==> config.mk <==
export PLATFORM = sky130hd
export DESIGN_NAME = crsl_regs
export DESIGN_NICKNAME = d
export VERILOG_FILES = /design/src/hw/crsl_pkg.sv /design/src/hw/crsl_regs.sv
export SDC_FILE = /design/constraint.sdc
export NUM_CORES = 1
export LEC_CHECK = 0
export BUFFER_PORTS_ARGS = -buffer_cell sky130_fd_sc_hd__buf_2
export CAP_MARGIN = 10
export CORE_UTILIZATION = 53
export CTS_CLUSTER_DIAMETER = 80
export CTS_CLUSTER_SIZE = 25
export DETAILED_ROUTE_END_ITERATION = 10
export PLACE_DENSITY = 0.87
export SLEW_MARGIN = 20
export SYNTH_ARGS = -nofsm -noshare
export SYNTH_HDL_FRONTEND = slang
export SYNTH_SLANG_ARGS = --single-unit
==> constraint.sdc <==
create_clock -name clock_i -period 3.2 [get_ports clock_i]
set_input_delay 0.32 -clock clock_i [delete_from_list [all_inputs] [get_ports clock_i]]
set_output_delay 0.32 -clock clock_i [all_outputs]
set_load 0.02 [all_outputs]
==> src/hw/crsl_pkg.sv <==
package crsl_pkg;

  // Byte offsets on the control and status interface
  localparam logic [7:0] CRSL_OFS_RX_CTRL_RB = 8'h38;
  localparam logic [7:0] CRSL_OFS_RX_ERR_CNT = 8'h3C;
  localparam logic [7:0] CRSL_OFS_RX_FRM_NUM = 8'h40;
  localparam logic [7:0] CRSL_OFS_LOOPBACK   = 8'h44;

  // Field positions
  localparam int CRSL_SHE_LSB = 8;
  localparam int CRSL_SHE_MSB = 15;
  localparam int CRSL_LCV_LSB = 0;
  localparam int CRSL_LCV_MSB = 7;
  localparam int CRSL_BFN_LSB = 0;
  localparam int CRSL_BFN_MSB = 11;
  localparam int CRSL_LBR_LSB = 8;
  localparam int CRSL_LBR_MSB = 10;
  localparam int CRSL_LBF_LSB = 0;
  localparam int CRSL_LBF_MSB = 1;

  // Reset values
  localparam logic [31:0] CRSL_RST_RX_CTRL = 32'h0000_0000;
  localparam logic [7:0]  CRSL_RST_CNT     = 8'h00;
  localparam logic [11:0] CRSL_RST_BFN     = 12'h000;
  localparam logic [2:0]  CRSL_RST_LBR     = 3'h0;
  localparam logic [1:0]  CRSL_RST_LBF     = 2'h0;

  // Reverse loopback encodings
  localparam logic [2:0] CRSL_LBR_NONE    = 3'h0;
  localparam logic [2:0] CRSL_LBR_FULL    = 3'h1;
  localparam logic [2:0] CRSL_LBR_IQ      = 3'h2;
  localparam logic [2:0] CRSL_LBR_FCM     = 3'h3;
  localparam logic [2:0] CRSL_LBR_FCM_VS  = 3'h4;

  // Forward loopback encodings
  localparam logic [1:0] CRSL_LBF_NONE    = 2'h0;
  localparam logic [1:0] CRSL_LBF_SERIAL  = 2'h1;
  localparam logic [1:0] CRSL_LBF_DELAY   = 2'h2;
  localparam logic [1:0] CRSL_LBF_FRAMING = 2'h3;

  // Wait cycles inserted before an access is taken
  localparam int CRSL_ACC_WAIT = 1;

  typedef enum logic [0:0] {
    CRSL_ST_IDLE,
    CRSL_ST_ACK
  } crsl_acc_e;

endpackage

==> src/hw/crsl_regs.sv <==
`timescale 1ns/10ps
// How it works
// - An access is stretched by wait-request so read data and write effect come more than one cycle after the request.
// - A read-only 32-bit register returns the last received control-word section that matched the selection.
// - The captured control word position is the X index given by the receive control-word index field.
// - The receive section-select field picks which of the five 32-bit sections of that word is captured.
// - Sync-header violations are counted in bits 15:8 and reading the register clears the count.
// - The sync-header count wraps from 255 to zero instead of saturating.
// - Line-code violations are counted in bits 7:0 and reading the register clears the count.
// - The line-code count rolls over from 255 to zero.
// - Line-code violations are counted whether or not the link has synchronised yet.
// - The current received basic frame number is shown as a 12-bit read-only field reset to zero.
// - A 3-bit read-write field in bits 10:8 selects what the reverse loopback path returns.
// - Reverse loopback codes are 0 none, 1 whole frame, 2 data only, 3 fast control, 4 fast control and vendor words.
// - The 2-bit forward loopback field in bits 1:0 selects none, serial, delay path or framing path.
module crsl_regs
  import crsl_pkg::*;
(
  // Clock and reset
  input  wire logic        clock_i,
  input  wire logic        resetn_i,
  // Control and status interface
  input  wire logic [7:0]  cpu_address_i,
  input  wire logic        cpu_read_i,
  input  wire logic        cpu_write_i,
  input  wire logic [31:0] cpu_writedata_i,
  output logic [31:0]      cpu_readdata_o,
  output logic             cpu_readdatavalid_o,
  output logic             cpu_waitrequest_o,
  // Control-word selection from the index register
  input  wire logic [7:0]  rx_ctrl_x_sel_i,
  input  wire logic [2:0]  rx_ctrl_seq_sel_i,
  // Received control-word sections
  input  wire logic        rx_ctrl_valid_i,
  input  wire logic [7:0]  rx_ctrl_x_i,
  input  wire logic [2:0]  rx_ctrl_seq_i,
  input  wire logic [31:0] rx_ctrl_data_i,
  // Receive error events and frame number
  input  wire logic        sync_header_error_i,
  input  wire logic        line_code_error_i,
  input  wire logic [11:0] rx_bfn_i,
  // Loopback selection
  output logic [2:0]       loop_reversed_o,
  output logic [1:0]       loop_forward_o
);

  crsl_acc_e   state_q;
  logic        acc_go;
  logic        acc_rd;
  logic        acc_wr;
  logic [31:0] rx_ctrl_q;
  logic [7:0]  sync_header_error_count_q;
  logic [7:0]  lcv_count_q;
  logic [11:0] bfn_q;
  logic [2:0]  loop_rev_q;
  logic [1:0]  loop_fwd_q;
  logic        err_clr;

  function automatic logic hit(input logic [7:0] addr, input logic [7:0] ofs);
    hit = (addr == ofs);
  endfunction

  function automatic logic rev_code_ok(input logic [2:0] code);
    rev_code_ok = (code <= CRSL_LBR_FCM_VS);
  endfunction

  // Access handshake; one wait cycle mirrors the clock-crossing latency
  always_ff @(posedge clock_i or negedge resetn_i) begin
    if (!resetn_i) begin
      state_q <= CRSL_ST_IDLE;
    end else begin
      case (state_q)
        CRSL_ST_IDLE: begin
          if (cpu_read_i || cpu_write_i) begin
            state_q <= CRSL_ST_ACK;
          end
        end
        CRSL_ST_ACK: begin
          state_q <= CRSL_ST_IDLE;
        end
        default: begin
          state_q <= CRSL_ST_IDLE;
        end
      endcase
    end
  end

  assign acc_go            = (state_q == CRSL_ST_ACK) && (cpu_read_i || cpu_write_i);
  assign acc_rd            = acc_go && cpu_read_i;
  assign acc_wr            = acc_go && cpu_write_i && !cpu_read_i;
  assign cpu_waitrequest_o = (cpu_read_i || cpu_write_i) && (state_q != CRSL_ST_ACK);
  assign err_clr           = acc_rd && hit(cpu_address_i, CRSL_OFS_RX_ERR_CNT);

  // Control-word capture for the selected position and section
  always_ff @(posedge clock_i or negedge resetn_i) begin
    if (!resetn_i) begin
      rx_ctrl_q <= CRSL_RST_RX_CTRL;
    end else if (rx_ctrl_valid_i && rx_ctrl_x_i == rx_ctrl_x_sel_i
                 && rx_ctrl_seq_i == rx_ctrl_seq_sel_i) begin
      rx_ctrl_q <= rx_ctrl_data_i;
    end
  end

  // Error counters; an event in the clearing cycle survives as a count of one
  always_ff @(posedge clock_i or negedge resetn_i) begin
    if (!resetn_i) begin
      sync_header_error_count_q <= CRSL_RST_CNT;
    end else if (err_clr) begin
      sync_header_error_count_q <= {7'h00, sync_header_error_i};
    end else if (sync_header_error_i) begin
      sync_header_error_count_q <= sync_header_error_count_q + 8'h01;
    end
  end

  // No link-sync qualifier: errors during initialisation count too
  always_ff @(posedge clock_i or negedge resetn_i) begin
    if (!resetn_i) begin
      lcv_count_q <= CRSL_RST_CNT;
    end else if (err_clr) begin
      lcv_count_q <= {7'h00, line_code_error_i};
    end else if (line_code_error_i) begin
      lcv_count_q <= lcv_count_q + 8'h01;
    end
  end

  always_ff @(posedge clock_i or negedge resetn_i) begin
    if (!resetn_i) begin
      bfn_q <= CRSL_RST_BFN;
    end else begin
      bfn_q <= rx_bfn_i;
    end
  end

  // Loopback control; undefined reverse codes are dropped so no stray path turns on
  always_ff @(posedge clock_i or negedge resetn_i) begin
    if (!resetn_i) begin
      loop_rev_q <= CRSL_RST_LBR;
      loop_fwd_q <= CRSL_RST_LBF;
    end else if (acc_wr && hit(cpu_address_i, CRSL_OFS_LOOPBACK)) begin
      if (rev_code_ok(cpu_writedata_i[CRSL_LBR_MSB:CRSL_LBR_LSB])) begin
        loop_rev_q <= cpu_writedata_i[CRSL_LBR_MSB:CRSL_LBR_LSB];
      end
      loop_fwd_q <= cpu_writedata_i[CRSL_LBF_MSB:CRSL_LBF_LSB];
    end
  end

  assign loop_reversed_o = loop_rev_q;
  assign loop_forward_o  = loop_fwd_q;

  // Read data
  always_ff @(posedge clock_i or negedge resetn_i) begin
    if (!resetn_i) begin
      cpu_readdata_o <= 32'h0000_0000;
    end else if (acc_rd) begin
      cpu_readdata_o <= 32'h0000_0000;
      case (cpu_address_i)
        CRSL_OFS_RX_CTRL_RB: begin
          cpu_readdata_o <= rx_ctrl_q;
        end
        CRSL_OFS_RX_ERR_CNT: begin
          cpu_readdata_o[CRSL_SHE_MSB:CRSL_SHE_LSB] <= sync_header_error_count_q;
          cpu_readdata_o[CRSL_LCV_MSB:CRSL_LCV_LSB] <= lcv_count_q;
        end
        CRSL_OFS_RX_FRM_NUM: begin
          cpu_readdata_o[CRSL_BFN_MSB:CRSL_BFN_LSB] <= bfn_q;
        end
        CRSL_OFS_LOOPBACK: begin
          cpu_readdata_o[CRSL_LBR_MSB:CRSL_LBR_LSB] <= loop_rev_q;
          cpu_readdata_o[CRSL_LBF_MSB:CRSL_LBF_LSB] <= loop_fwd_q;
        end
        default: begin
          cpu_readdata_o <= 32'h0000_0000;
        end
      endcase
    end
  end

  always_ff @(posedge clock_i or negedge resetn_i) begin
    if (!resetn_i) begin
      cpu_readdatavalid_o <= 1'b0;
    end else begin
      cpu_readdatavalid_o <= acc_rd;
    end
  end

  property p_read_latency;
    @(posedge clock_i) disable iff (!resetn_i)
      (state_q == CRSL_ST_IDLE && cpu_read_i) |-> cpu_waitrequest_o ##1 !cpu_waitrequest_o ##1 cpu_readdatavalid_o;
  endproperty
  a_read_latency: assert property (p_read_latency) else $error("Read answer timing wrong");

  property p_capture;
    @(posedge clock_i) disable iff (!resetn_i)
      (rx_ctrl_valid_i && rx_ctrl_x_i == rx_ctrl_x_sel_i && rx_ctrl_seq_i == rx_ctrl_seq_sel_i)
      |=> rx_ctrl_q == $past(rx_ctrl_data_i);
  endproperty
  a_capture: assert property (p_capture) else $error("Control word not captured");

  property p_no_capture;
    @(posedge clock_i) disable iff (!resetn_i)
      (rx_ctrl_valid_i && (rx_ctrl_x_i != rx_ctrl_x_sel_i || rx_ctrl_seq_i != rx_ctrl_seq_sel_i))
      |=> $stable(rx_ctrl_q);
  endproperty
  a_no_capture: assert property (p_no_capture) else $error("Unselected control word captured");

  property p_err_clear;
    @(posedge clock_i) disable iff (!resetn_i)
      (err_clr && !sync_header_error_i && !line_code_error_i)
      |=> sync_header_error_count_q == 8'h00 && lcv_count_q == 8'h00 && cpu_readdatavalid_o;
  endproperty
  a_err_clear: assert property (p_err_clear) else $error("Read did not clear counters");

  property p_she_wrap;
    @(posedge clock_i) disable iff (!resetn_i)
      (sync_header_error_count_q == 8'hFF && sync_header_error_i && !err_clr) |=> sync_header_error_count_q == 8'h00;
  endproperty
  a_she_wrap: assert property (p_she_wrap) else $error("Sync header count did not wrap");

  property p_lcv_inc;
    @(posedge clock_i) disable iff (!resetn_i)
      (line_code_error_i && !err_clr) |=> lcv_count_q == $past(lcv_count_q) + 8'h01;
  endproperty
  a_lcv_inc: assert property (p_lcv_inc) else $error("Line code error not counted");

  property p_bfn;
    @(posedge clock_i) disable iff (!resetn_i)
      1'b1 |=> bfn_q == $past(rx_bfn_i);
  endproperty
  a_bfn: assert property (p_bfn) else $error("Frame number not tracked");

  property p_rev_write;
    @(posedge clock_i) disable iff (!resetn_i)
      (acc_wr && hit(cpu_address_i, CRSL_OFS_LOOPBACK)
       && cpu_writedata_i[CRSL_LBR_MSB:CRSL_LBR_LSB] <= CRSL_LBR_FCM_VS)
      |=> loop_reversed_o == $past(cpu_writedata_i[CRSL_LBR_MSB:CRSL_LBR_LSB]);
  endproperty
  a_rev_write: assert property (p_rev_write) else $error("Reverse loopback write lost");

  property p_rev_legal;
    @(posedge clock_i) disable iff (!resetn_i)
      loop_reversed_o <= CRSL_LBR_FCM_VS;
  endproperty
  a_rev_legal: assert property (p_rev_legal) else $error("Undefined reverse loopback code");

  property p_fwd_write;
    @(posedge clock_i) disable iff (!resetn_i)
      (acc_wr && hit(cpu_address_i, CRSL_OFS_LOOPBACK))
      |=> loop_forward_o == $past(cpu_writedata_i[CRSL_LBF_MSB:CRSL_LBF_LSB]);
  endproperty
  a_fwd_write: assert property (p_fwd_write) else $error("Forward loopback write lost");

endmodule

== Word level (Yosys, flattened, before mapping) ==
Cells that the tools add are included.

* Register bits: 99
* Latch bits: 0
* RAM bits: 0
* Memory bits (read-only): 0
* Input port bits: 113
* Output and inout bits: 39
* Logic and storage cells: 45
* Memories: 0

* $add $sub $neg: 2
* Multipliers: 0
* Divide/modulo/power cells: 0
* Magnitude comparators: 1
* Equal/unequal tests: 6
* Shifts and indexed selects: 0
* Muxes and demuxes: 12
* Bitwise logic cells: 1
* Reduce and logical (&&, ||, !) cells: 14

{| class="wikitable"
|+ Operators by type and width
! operator !! count
|-
| two-way mux 8 bit || 4
|-
| one-hot mux 6 bit (3 select lines) || 1
|-
| adder 8 x 1 -> 8 bit (second input constant) || 2
|-
| equality test 8 x 6 -> 1 bit (second input constant) || 2
|-
| equality test 8 x 7 -> 1 bit (second input constant) || 2
|-
| two-way mux 16 bit || 1
|-
| one-hot mux 3 bit (4 select lines) || 1
|-
| logical AND 1 bit || 9
|-
| equality test 8 bit || 1
|-
| one-hot mux 2 bit (4 select lines) || 1
|-
| one-hot mux 4 bit (2 select lines) || 1
|-
| nonzero test 2 bit || 2
|-
| equality test 3 bit || 1
|-
| <= comparator 3 bit (second input constant) || 1
|-
| one-hot mux 1 bit (3 select lines) || 1
|-
| one-hot mux 1 bit (2 select lines) || 1
|-
| AND reduction 2 bit || 1
|-
| zero test 1 bit || 1
|-
| logical OR 1 bit || 1
|-
| two-way mux 1 bit || 1
|-
| inverter 1 bit || 1
|}

== Depth between registers and ports, before layout ==
Gate-level depths: netlist of the first run.

* Word-level depth: 6
* Depth in mapped cells: 6
* Depth with buffers taken out: 4

== Least setup slack after synthesis of the first run ==
No wires, ideal clock.

* Kind: input to register
* Start point: input cpu_address_i[2]
* End point: register loop_fwd_q[0] (netlist: loop_forward_o[0])
* Library setup time: 0.125 ns
* Data arrival time: 1.600 ns
* Data required time: 3.075 ns
* Path slack: 1.475 ns
* Stages on the path: 4
* Path buffers: 1
* Path through: buf_4 or4b_4 nor3_4 mux2_2

* Word-level cells in the longest chain between the ends: 2

{| class="wikitable"
|+ Ends and longest elaborated chain
! element !! RTL line !! text
|-
| start, declared || crsl_regs.sv:23 || <nowiki>input wire logic [7:0] cpu_address_i,</nowiki>
|-
| equality test 8 x 7 -> 1 bit || crsl_regs.sv:60 || <nowiki>hit = (addr == ofs);</nowiki>
|-
| logical AND 1 bit || crsl_regs.sv:139 || <nowiki>end else if (acc_wr && hit(cpu_address_i, CRSL_OFS_LOOPBACK)) begin</nowiki>
|-
| end signal, assigned || crsl_regs.sv:143 || <nowiki>loop_fwd_q <= cpu_writedata_i[CRSL_LBF_MSB:CRSL_LBF_LSB];</nowiki>
|-
| end, declared || crsl_regs.sv:56 || <nowiki>logic [1:0] loop_fwd_q;</nowiki>
|}

No other way between the ends.
A chain may end at the register's enable or synchronous reset.

== Worst setup path after layout of the first run ==
* Start point: register state_q
* End point: register cpu_readdata_o[24]

* Word-level cells in the longest chain between the ends: 2

{| class="wikitable"
|+ Ends and longest elaborated chain
! element !! RTL line !! text
|-
| start, declared || crsl_regs.sv:47 || <nowiki>crsl_acc_e state_q;</nowiki>
|-
| start signal, assigned || crsl_regs.sv:70 || <nowiki>state_q <= CRSL_ST_IDLE;</nowiki>
|-
| start signal, assigned || crsl_regs.sv:75 || <nowiki>state_q <= CRSL_ST_ACK;</nowiki>
|-
| start signal, assigned || crsl_regs.sv:79 || <nowiki>state_q <= CRSL_ST_IDLE;</nowiki>
|-
| logical AND 1 bit || crsl_regs.sv:88 || <nowiki>assign acc_go = (state_q == CRSL_ST_ACK) && (cpu_read_i || cpu_write_i);</nowiki>
|-
| logical AND 1 bit || crsl_regs.sv:89 || <nowiki>assign acc_rd = acc_go && cpu_read_i;</nowiki>
|-
| via acc_rd || crsl_regs.sv:49 || <nowiki>logic acc_rd;</nowiki>
|-
| end signal, assigned || crsl_regs.sv:158 || <nowiki>cpu_readdata_o <= rx_ctrl_q;</nowiki>
|-
| end signal, assigned by index || crsl_regs.sv:161 || <nowiki>cpu_readdata_o[CRSL_SHE_MSB:CRSL_SHE_LSB] <= sync_header_error_count_q;</nowiki>
|-
| end signal, assigned by index || crsl_regs.sv:162 || <nowiki>cpu_readdata_o[CRSL_LCV_MSB:CRSL_LCV_LSB] <= lcv_count_q;</nowiki>
|-
| end, declared || crsl_regs.sv:27 || <nowiki>output logic [31:0] cpu_readdata_o,</nowiki>
|}

The timed path passes the listed nets, and every way through them passes these cells.

==> results.cfg, run 1 <==
[status]
status = finished, final reports clean

[timing]
tightest_slew_ns = 0.910
grt_setup_unrepaired = false
setup_viol = 0
slew_headroom_pct = 39.3
clock_skew_ns = 0.00971
min_period_over_period_pct = 63.1
slew_violations = 0
hold_violations = 0
tns_ns = 0
fmax_ghz = 0.495
fin_crit_ns = 2.02

[synth]
synth_area_leader_cell = dfrtp_1
yosysWarnings = 0
synth_top_family_by_area = multiplexers
synth_top_area_share_pct = 59.5
synth_common_cells = 99 x dfrtp_1, 32 x mux2_2, 24 x nand2_1
synth-simple-area-share_pct = 10.1
synth_fp_nets = 440
ys_seq_area_share_pct = 59.5
ys_async_sr_fraction_pct = 100
synth_flop_cell = dfrtp_1
syn_inst = 325
synth_area_um2 = 4160
synth_fa_ha_area_share_pct = 0.601
synth_area_leaders = dfrtp_1 59%, mux2_2 8.7%, mux2i_1 4.3%
ys_ff_latch = 99
synth-xor-area-share_pct = 4.42
yosysMostFrequentCell = dfrtp_1
avgSynthCellArea_um2 = 12.8
synth_edf_count = 0
synth_compound_area_share_pct = 10.1
yosysUniqueCellTypes = 36
synthMuxAreaShare_pct = 13.5

[pwr]
p_int_mw = 1.83
p_switching_uw = 765
peakVddDrop_mv = 0.260
p_comb_share_pct = 14.1
p_seq_share_pct = 56.4
pwr-share-clk_pct = 29.5
p_leak_nw = 2.60
switching_share_pct = 29.5
power_density_nw_per_um2 = 512

[worst_setup_path]
cp_max_fo = 17
required_ns = 3.46
arrival_ns = 2.27
endpoint_kind = flop
critPathKind = reg -> reg
cp-start-kind = flop

[grt]
grt_pass1_wl_mm = 14.2
antenna_found_initial = 0
grt_overflow = 0
grt_pass1_vias = 3024
grt_start_max_net_pins = 77
track_usage_pct = 22.2

[finish]
diodes = 0
regArea_um2 = 2480
fin_cells = 553
drive_gt1_share_pct = 39.9
area_growth_pct = 21.9
n_fill_cell = 538
nNetsFinal = 564
multi_input_area_um2 = 1620

[clock_network]
cts_root_buf = clkbuf_8
clk_path_buf_depth = 2
cts_buffers = 9
postCtsSetupBuffers = 0
htreeDepth = 3
cts.repair.resized = 0
cts_hold_buf = 0
cts_tree = built
cts.sinks = 99
clk_latency_ns = 0.37
clk_pin_slew_ns = 0.10

[route]
dr.pass1.iters = 4
ant_nets = 0
wire_per_inst_um = 15.5
drcViolationCount = 0
vias_per_cell = 5.46
drt_iter0_markers = 127
drt_wl_total_mm = 8.58
vias = 3022

[hold_path]
worstHoldPathType = in -> reg

[floorplanning]
die_w_um = 90.6
die_y_um = 90.6
core_area_um2 = 7410
die_area_um2 = 8210
std_cell_rows = 31
pin_count = 152
start_util_pct = 56.2

[placement]
dpl.cell_count = 537
numPortBuffers = 124
dp_hpwl_mm = 6.43
routabilityCongestion = 0.771

[flow_run]
cap_violations = 0
final cells by class:
class / count / share of cell area (%)
clock buffers: 9 / 2.44
multi-input cells: 210 / 31.9
clock inverters: 7 / 1.28
inverters: 1 / 0.0739
repair buffers: 128 / 13.1
well taps: 99 / 2.44
flip-flops and latches: 99 / 48.8
metal layers:
metal,part of all wire [%],global-route usage [%]
met5,0,0
met1,40,26.9
met2,53,37.9
met3,4.9,4.80
met4,2.8,10.3
worst paths after layout:
kind                              from            endpoint  slack, ns  depth (start not counted)
max                            state_q  cpu_readdata_o[24]       1.18                          5
min                        rx_bfn_i[1]            bfn_q[1]       0.05                          1
max reg2reg                    state_q  cpu_readdata_o[24]       1.18                          5
min reg2reg                    state_q             state_q       0.48                          1
max in group asynchronous     resetn_i  cpu_readdata_o[16]       2.30                          2
min in group asynchronous     resetn_i       rx_ctrl_q[31]       0.07                          1
power groups by stage:
| stage | sequential, mW | clock, mW | combinational [mW] |
|---|---|---|---|
| floorplan | 1.46 | 0 | 0.236 |
| global placement | 1.48 | 0 | 0.350 |
| detailed placement | 1.49 | 0 | 0.370 |
| CTS | 1.46 | 0.785 | 0.372 |
| global route | 1.48 | 0.836 | 0.416 |
| finish | 1.46 | 0.767 | 0.367 |
layout by cell type (no fill, tap or decap), types with 4 or more instances in the layout:
cell type | netlist | layout
a22o_1 | 16 | 16
xor2_1 | 7 | 7
a2bb2oi_1 | 12 | 12
or3_1 | 4 | 4
xnor2_1 | 14 | 14
buf_4 | 2 | 4
mux2_2 | 32 | 32
buf_2 | 6 | 123
a21oi_1 | 9 | 9
o21ai_0 | 11 | 11
nand3_1 | 7 | 7
nand2_1 | 24 | 24
clkbuf_8 | 0 | 9
o211ai_1 | 6 | 6
o31ai_1 | 4 | 4
dfrtp_1 | 99 | 99
nor2_1 | 17 | 17
nand4_1 | 8 | 8
mux2i_1 | 18 | 18
logic make-up after synthesis:
logic type,Yosys count
AOI/OAI and AO/OA,58
xor gates and xnor gates,21
adders and majority gates,2
buffers and inverters,16
DFF,99
muxes,52
and+or+nand+nor,77
registers in the layout, indices dropped and copies added (netlist names):
register                   flops
bfn_q                         12
rx_ctrl_q                     32
lcv_count_q                    8
sync_header_error_count_q      8
loop_reversed_o                3
cpu_readdata_o                32
cpu_readdatavalid_o            1
loop_forward_o                 2
state_q                        1
through the flow:
stage | util, % | cell area, um^2 | setup WS [ns] | hold slack (ns) | power [mW]
after floorplan | - | 4160 | 1.48 | 0.0244 | 1.70
after global routing | 68.5 | 5080 | 1.00 | 0.0315 | 2.73
after detailed placement | 66.0 | 4890 | 0.879 | 0.429 | 1.86
after CTS | 68.5 | 5080 | 1.16 | 0.0367 | 2.62
final | 68.5 | 5080 | 1.18 | 0.0515 | 2.60
after global placement | 66.0 | 4890 | 0.889 | 0.430 | 1.83
worst max-delay path, cell delays in order (launching register included):
cell and delay (ns):
dfrtp_1 0.41, nand2_1 0.25, buf_4 0.30, clkinv_1 0.25, and3_1 0.42, a22o_1 0.27
No activity file was read; power rests on OpenSTA's default activity.
==> run 2, diff against run 1 <==
--- a/config.mk
+++ b/config.mk
@@ -7,11 +7,11 @@
 export LEC_CHECK = 0
 export BUFFER_PORTS_ARGS = -buffer_cell sky130_fd_sc_hd__buf_2
 export CAP_MARGIN = 10
-export CORE_UTILIZATION = 53
+export CORE_UTILIZATION = 49
 export CTS_CLUSTER_DIAMETER = 80
 export CTS_CLUSTER_SIZE = 25
 export DETAILED_ROUTE_END_ITERATION = 10
-export PLACE_DENSITY = 0.87
+export PLACE_DENSITY = 0.81
 export SLEW_MARGIN = 20
 export SYNTH_ARGS = -nofsm -noshare
 export SYNTH_HDL_FRONTEND = slang
==> constraint.sdc (replaced) <==
create_clock -name clock_i -period 2 [get_ports clock_i]
set_input_delay 0.2 -clock clock_i [delete_from_list [all_inputs] [get_ports clock_i]]
set_output_delay 0.2 -clock clock_i [all_outputs]
set_load 0.02 [all_outputs]
==> results.cfg, run 2 (synthesis gave the netlist of run 1 again) <==
[finish]
drive_gt1_share_pct = 39.5
final_common_cell = buf_2
reg_top3 = cpu_readdata_o (32), rx_ctrl_q (32), bfn_q (12)
diodes = 0
layout_common_cells = 123 x buf_2, 99 x dfrtp_1, 32 x mux2_2
stdcell_area_um2 = 5300
area_growth_pct = 27.3
fin_cells = 578
nNetsFinal = 583

[worst_setup_path]
critPathSlowestCell = dfrtp_1
r2r_cells = 5
cp-start-kind = flop
cp_max_fo = 16
timing.rr.start = state_q
r2r_end = cpu_readdata_o[27]
critPathTopFamily = buffers and inverters
endpoint_kind = flop
regToRegSetupSlack_ns = 0.42
critPathKind = reg -> reg
cpPeakStageDelay_ns = 0.41
setup.worst_path.start = state_q
crit_chain = nand2_1 > clkinv_1 > and3_1 > buf_4 > a22o_1
cp_num_buf_inv = 2
required_ns = 2.26
arrival_ns = 1.84

[floorplanning]
start_util_pct = 50.7
die_area_um2 = 8870
pin_count = 152
die_y_um = 94.2
die_w_um = 94.2
core_area_um2 = 8220
std_cell_rows = 33

[route]
vias_per_cell = 5.39
drt_iter0_markers = 108
dr.pass1.iters = 4
drt_wl_total_mm = 9.22
ant_nets = 0
vias = 3117
drcViolationCount = 0
wire_per_inst_um = 16.0

[timing]
hold_violations = 0
min_period_over_period_pct = 78.9
finalWorstSetupSlack_ns = 0.422
tns_ns = 0
fin_crit_ns = 1.58
slew_headroom_pct = 60.2
tightest_slew_ns = 0.596
holdWs_ns = 0.0494
fmax_ghz = 0.634
clock_skew_ns = 0.0121
setup_viol = 0
slew_violations = 0
grt_setup_unrepaired = false

[grt]
grt_pass1_vias = 3081
grt_overflow = 0
grt_pass1_wl_mm = 15.1
track_usage_pct = 22.3
antenna_found_initial = 0
grt_start_max_net_pins = 38

[status]
status = finished, final reports clean

[clock_network]
htreeDepth = 3
clk_latency_ns = 0.37
cts_tree = built
cts.sinks = 99
cts_buffers = 9
cts.repair.resized = 0
clk_pin_slew_ns = 0.11
cts_root_buf = clkbuf_8
clk_path_buf_depth = 2

[hold_path]
min_to = rx_ctrl_q[17]
worstHoldPathType = in -> reg
min_path_cells = 2
min-delay-start = rx_ctrl_data_i[17]

[placement]
numPortBuffers = 124
pre_cts_slack_ns = 0.255
placed_area_um2 = 4950
routabilityCongestion = 0.764
dp_hpwl_mm = 6.69
dpl.cell_count = 549

[flow_run]
cap_violations = 0

[pwr]
p_leak_nw = 2.71
power_density_nw_per_um2 = 821
peakVddDrop_mv = 0.449
## run 2: cell types whose count changed in the layout (fill, tap and decap cells not counted), sizes merged
cell         previous run  this run
buf                   128       134
inv                     5         4
dlygate4sd3             0        13
clkinvlp                1         0
bufinv                  0         1
clkinv                  2         3
## run 2: worst max-delay path by stage
| stage | cells after the start | endpoint | slack (ns) |
|---|---|---|---|
| 2_1_floorplan | 4 | loop_forward_o[0] | 0.40 |
| 3_3_place_gp | 5 | sync_header_error_count_q[7] | 0.26 |
| 3_5_place_dp | 5 | sync_header_error_count_q[5] | 0.25 |
| 4_1_cts | 5 | cpu_readdata_o[27] | 0.42 |
| 5_1_grt | 5 | cpu_readdata_o[31] | 0.33 |
| 6_report | 5 | cpu_readdata_o[27] | 0.42 |
## run 2: power breakdown
group          internal, mW  switching, mW  total, mW  leakage, nW
clock network         0.613          0.747       1.36        0.109
logic                 0.310          0.327      0.636         1.27
registers              2.16          0.191       2.35         1.33
## run 2: layer usage
layer / up-vias / wire, um / track usage, %
li1: 1468 / - / -
met1: 1538 / 3870 / 28.5
met2: 98 / 4660 / 37.0
met3: 13 / 530 / 5.58
met4: 0 / 165 / 7.31
met5: - / 0 / 0
## run 2: final cells by class
| type | instances | area [um^2] |
|---|---|---|
| clock buffers | 9 | 124 |
| inverters | 1 | 3.75 |
| flip-flops and latches | 99 | 2480 |
| multi-input cells | 210 | 1620 |
| clock inverters | 7 | 92.6 |
| fillers | 623 | 2920 |
| well taps | 105 | 131 |
| repair buffers | 147 | 853 |
## run 2: stage by stage
stage          power [mW]  utilization (%)
6_report             4.35             64.5
5_1_grt              4.55             64.5
4_1_cts              4.37             64.5
3_5_place_dp         2.99             60.3
3_3_place_gp         2.95             60.3
2_1_floorplan        2.71                -
## run 2: repair_timing
item / 4_1_cts / 5_1_grt
hold endpoints to repair: 45 / 0
hold buffers: 13 / 0
setup buffers: 0 / 0
endpoints found under the setup margin: 0 / 0
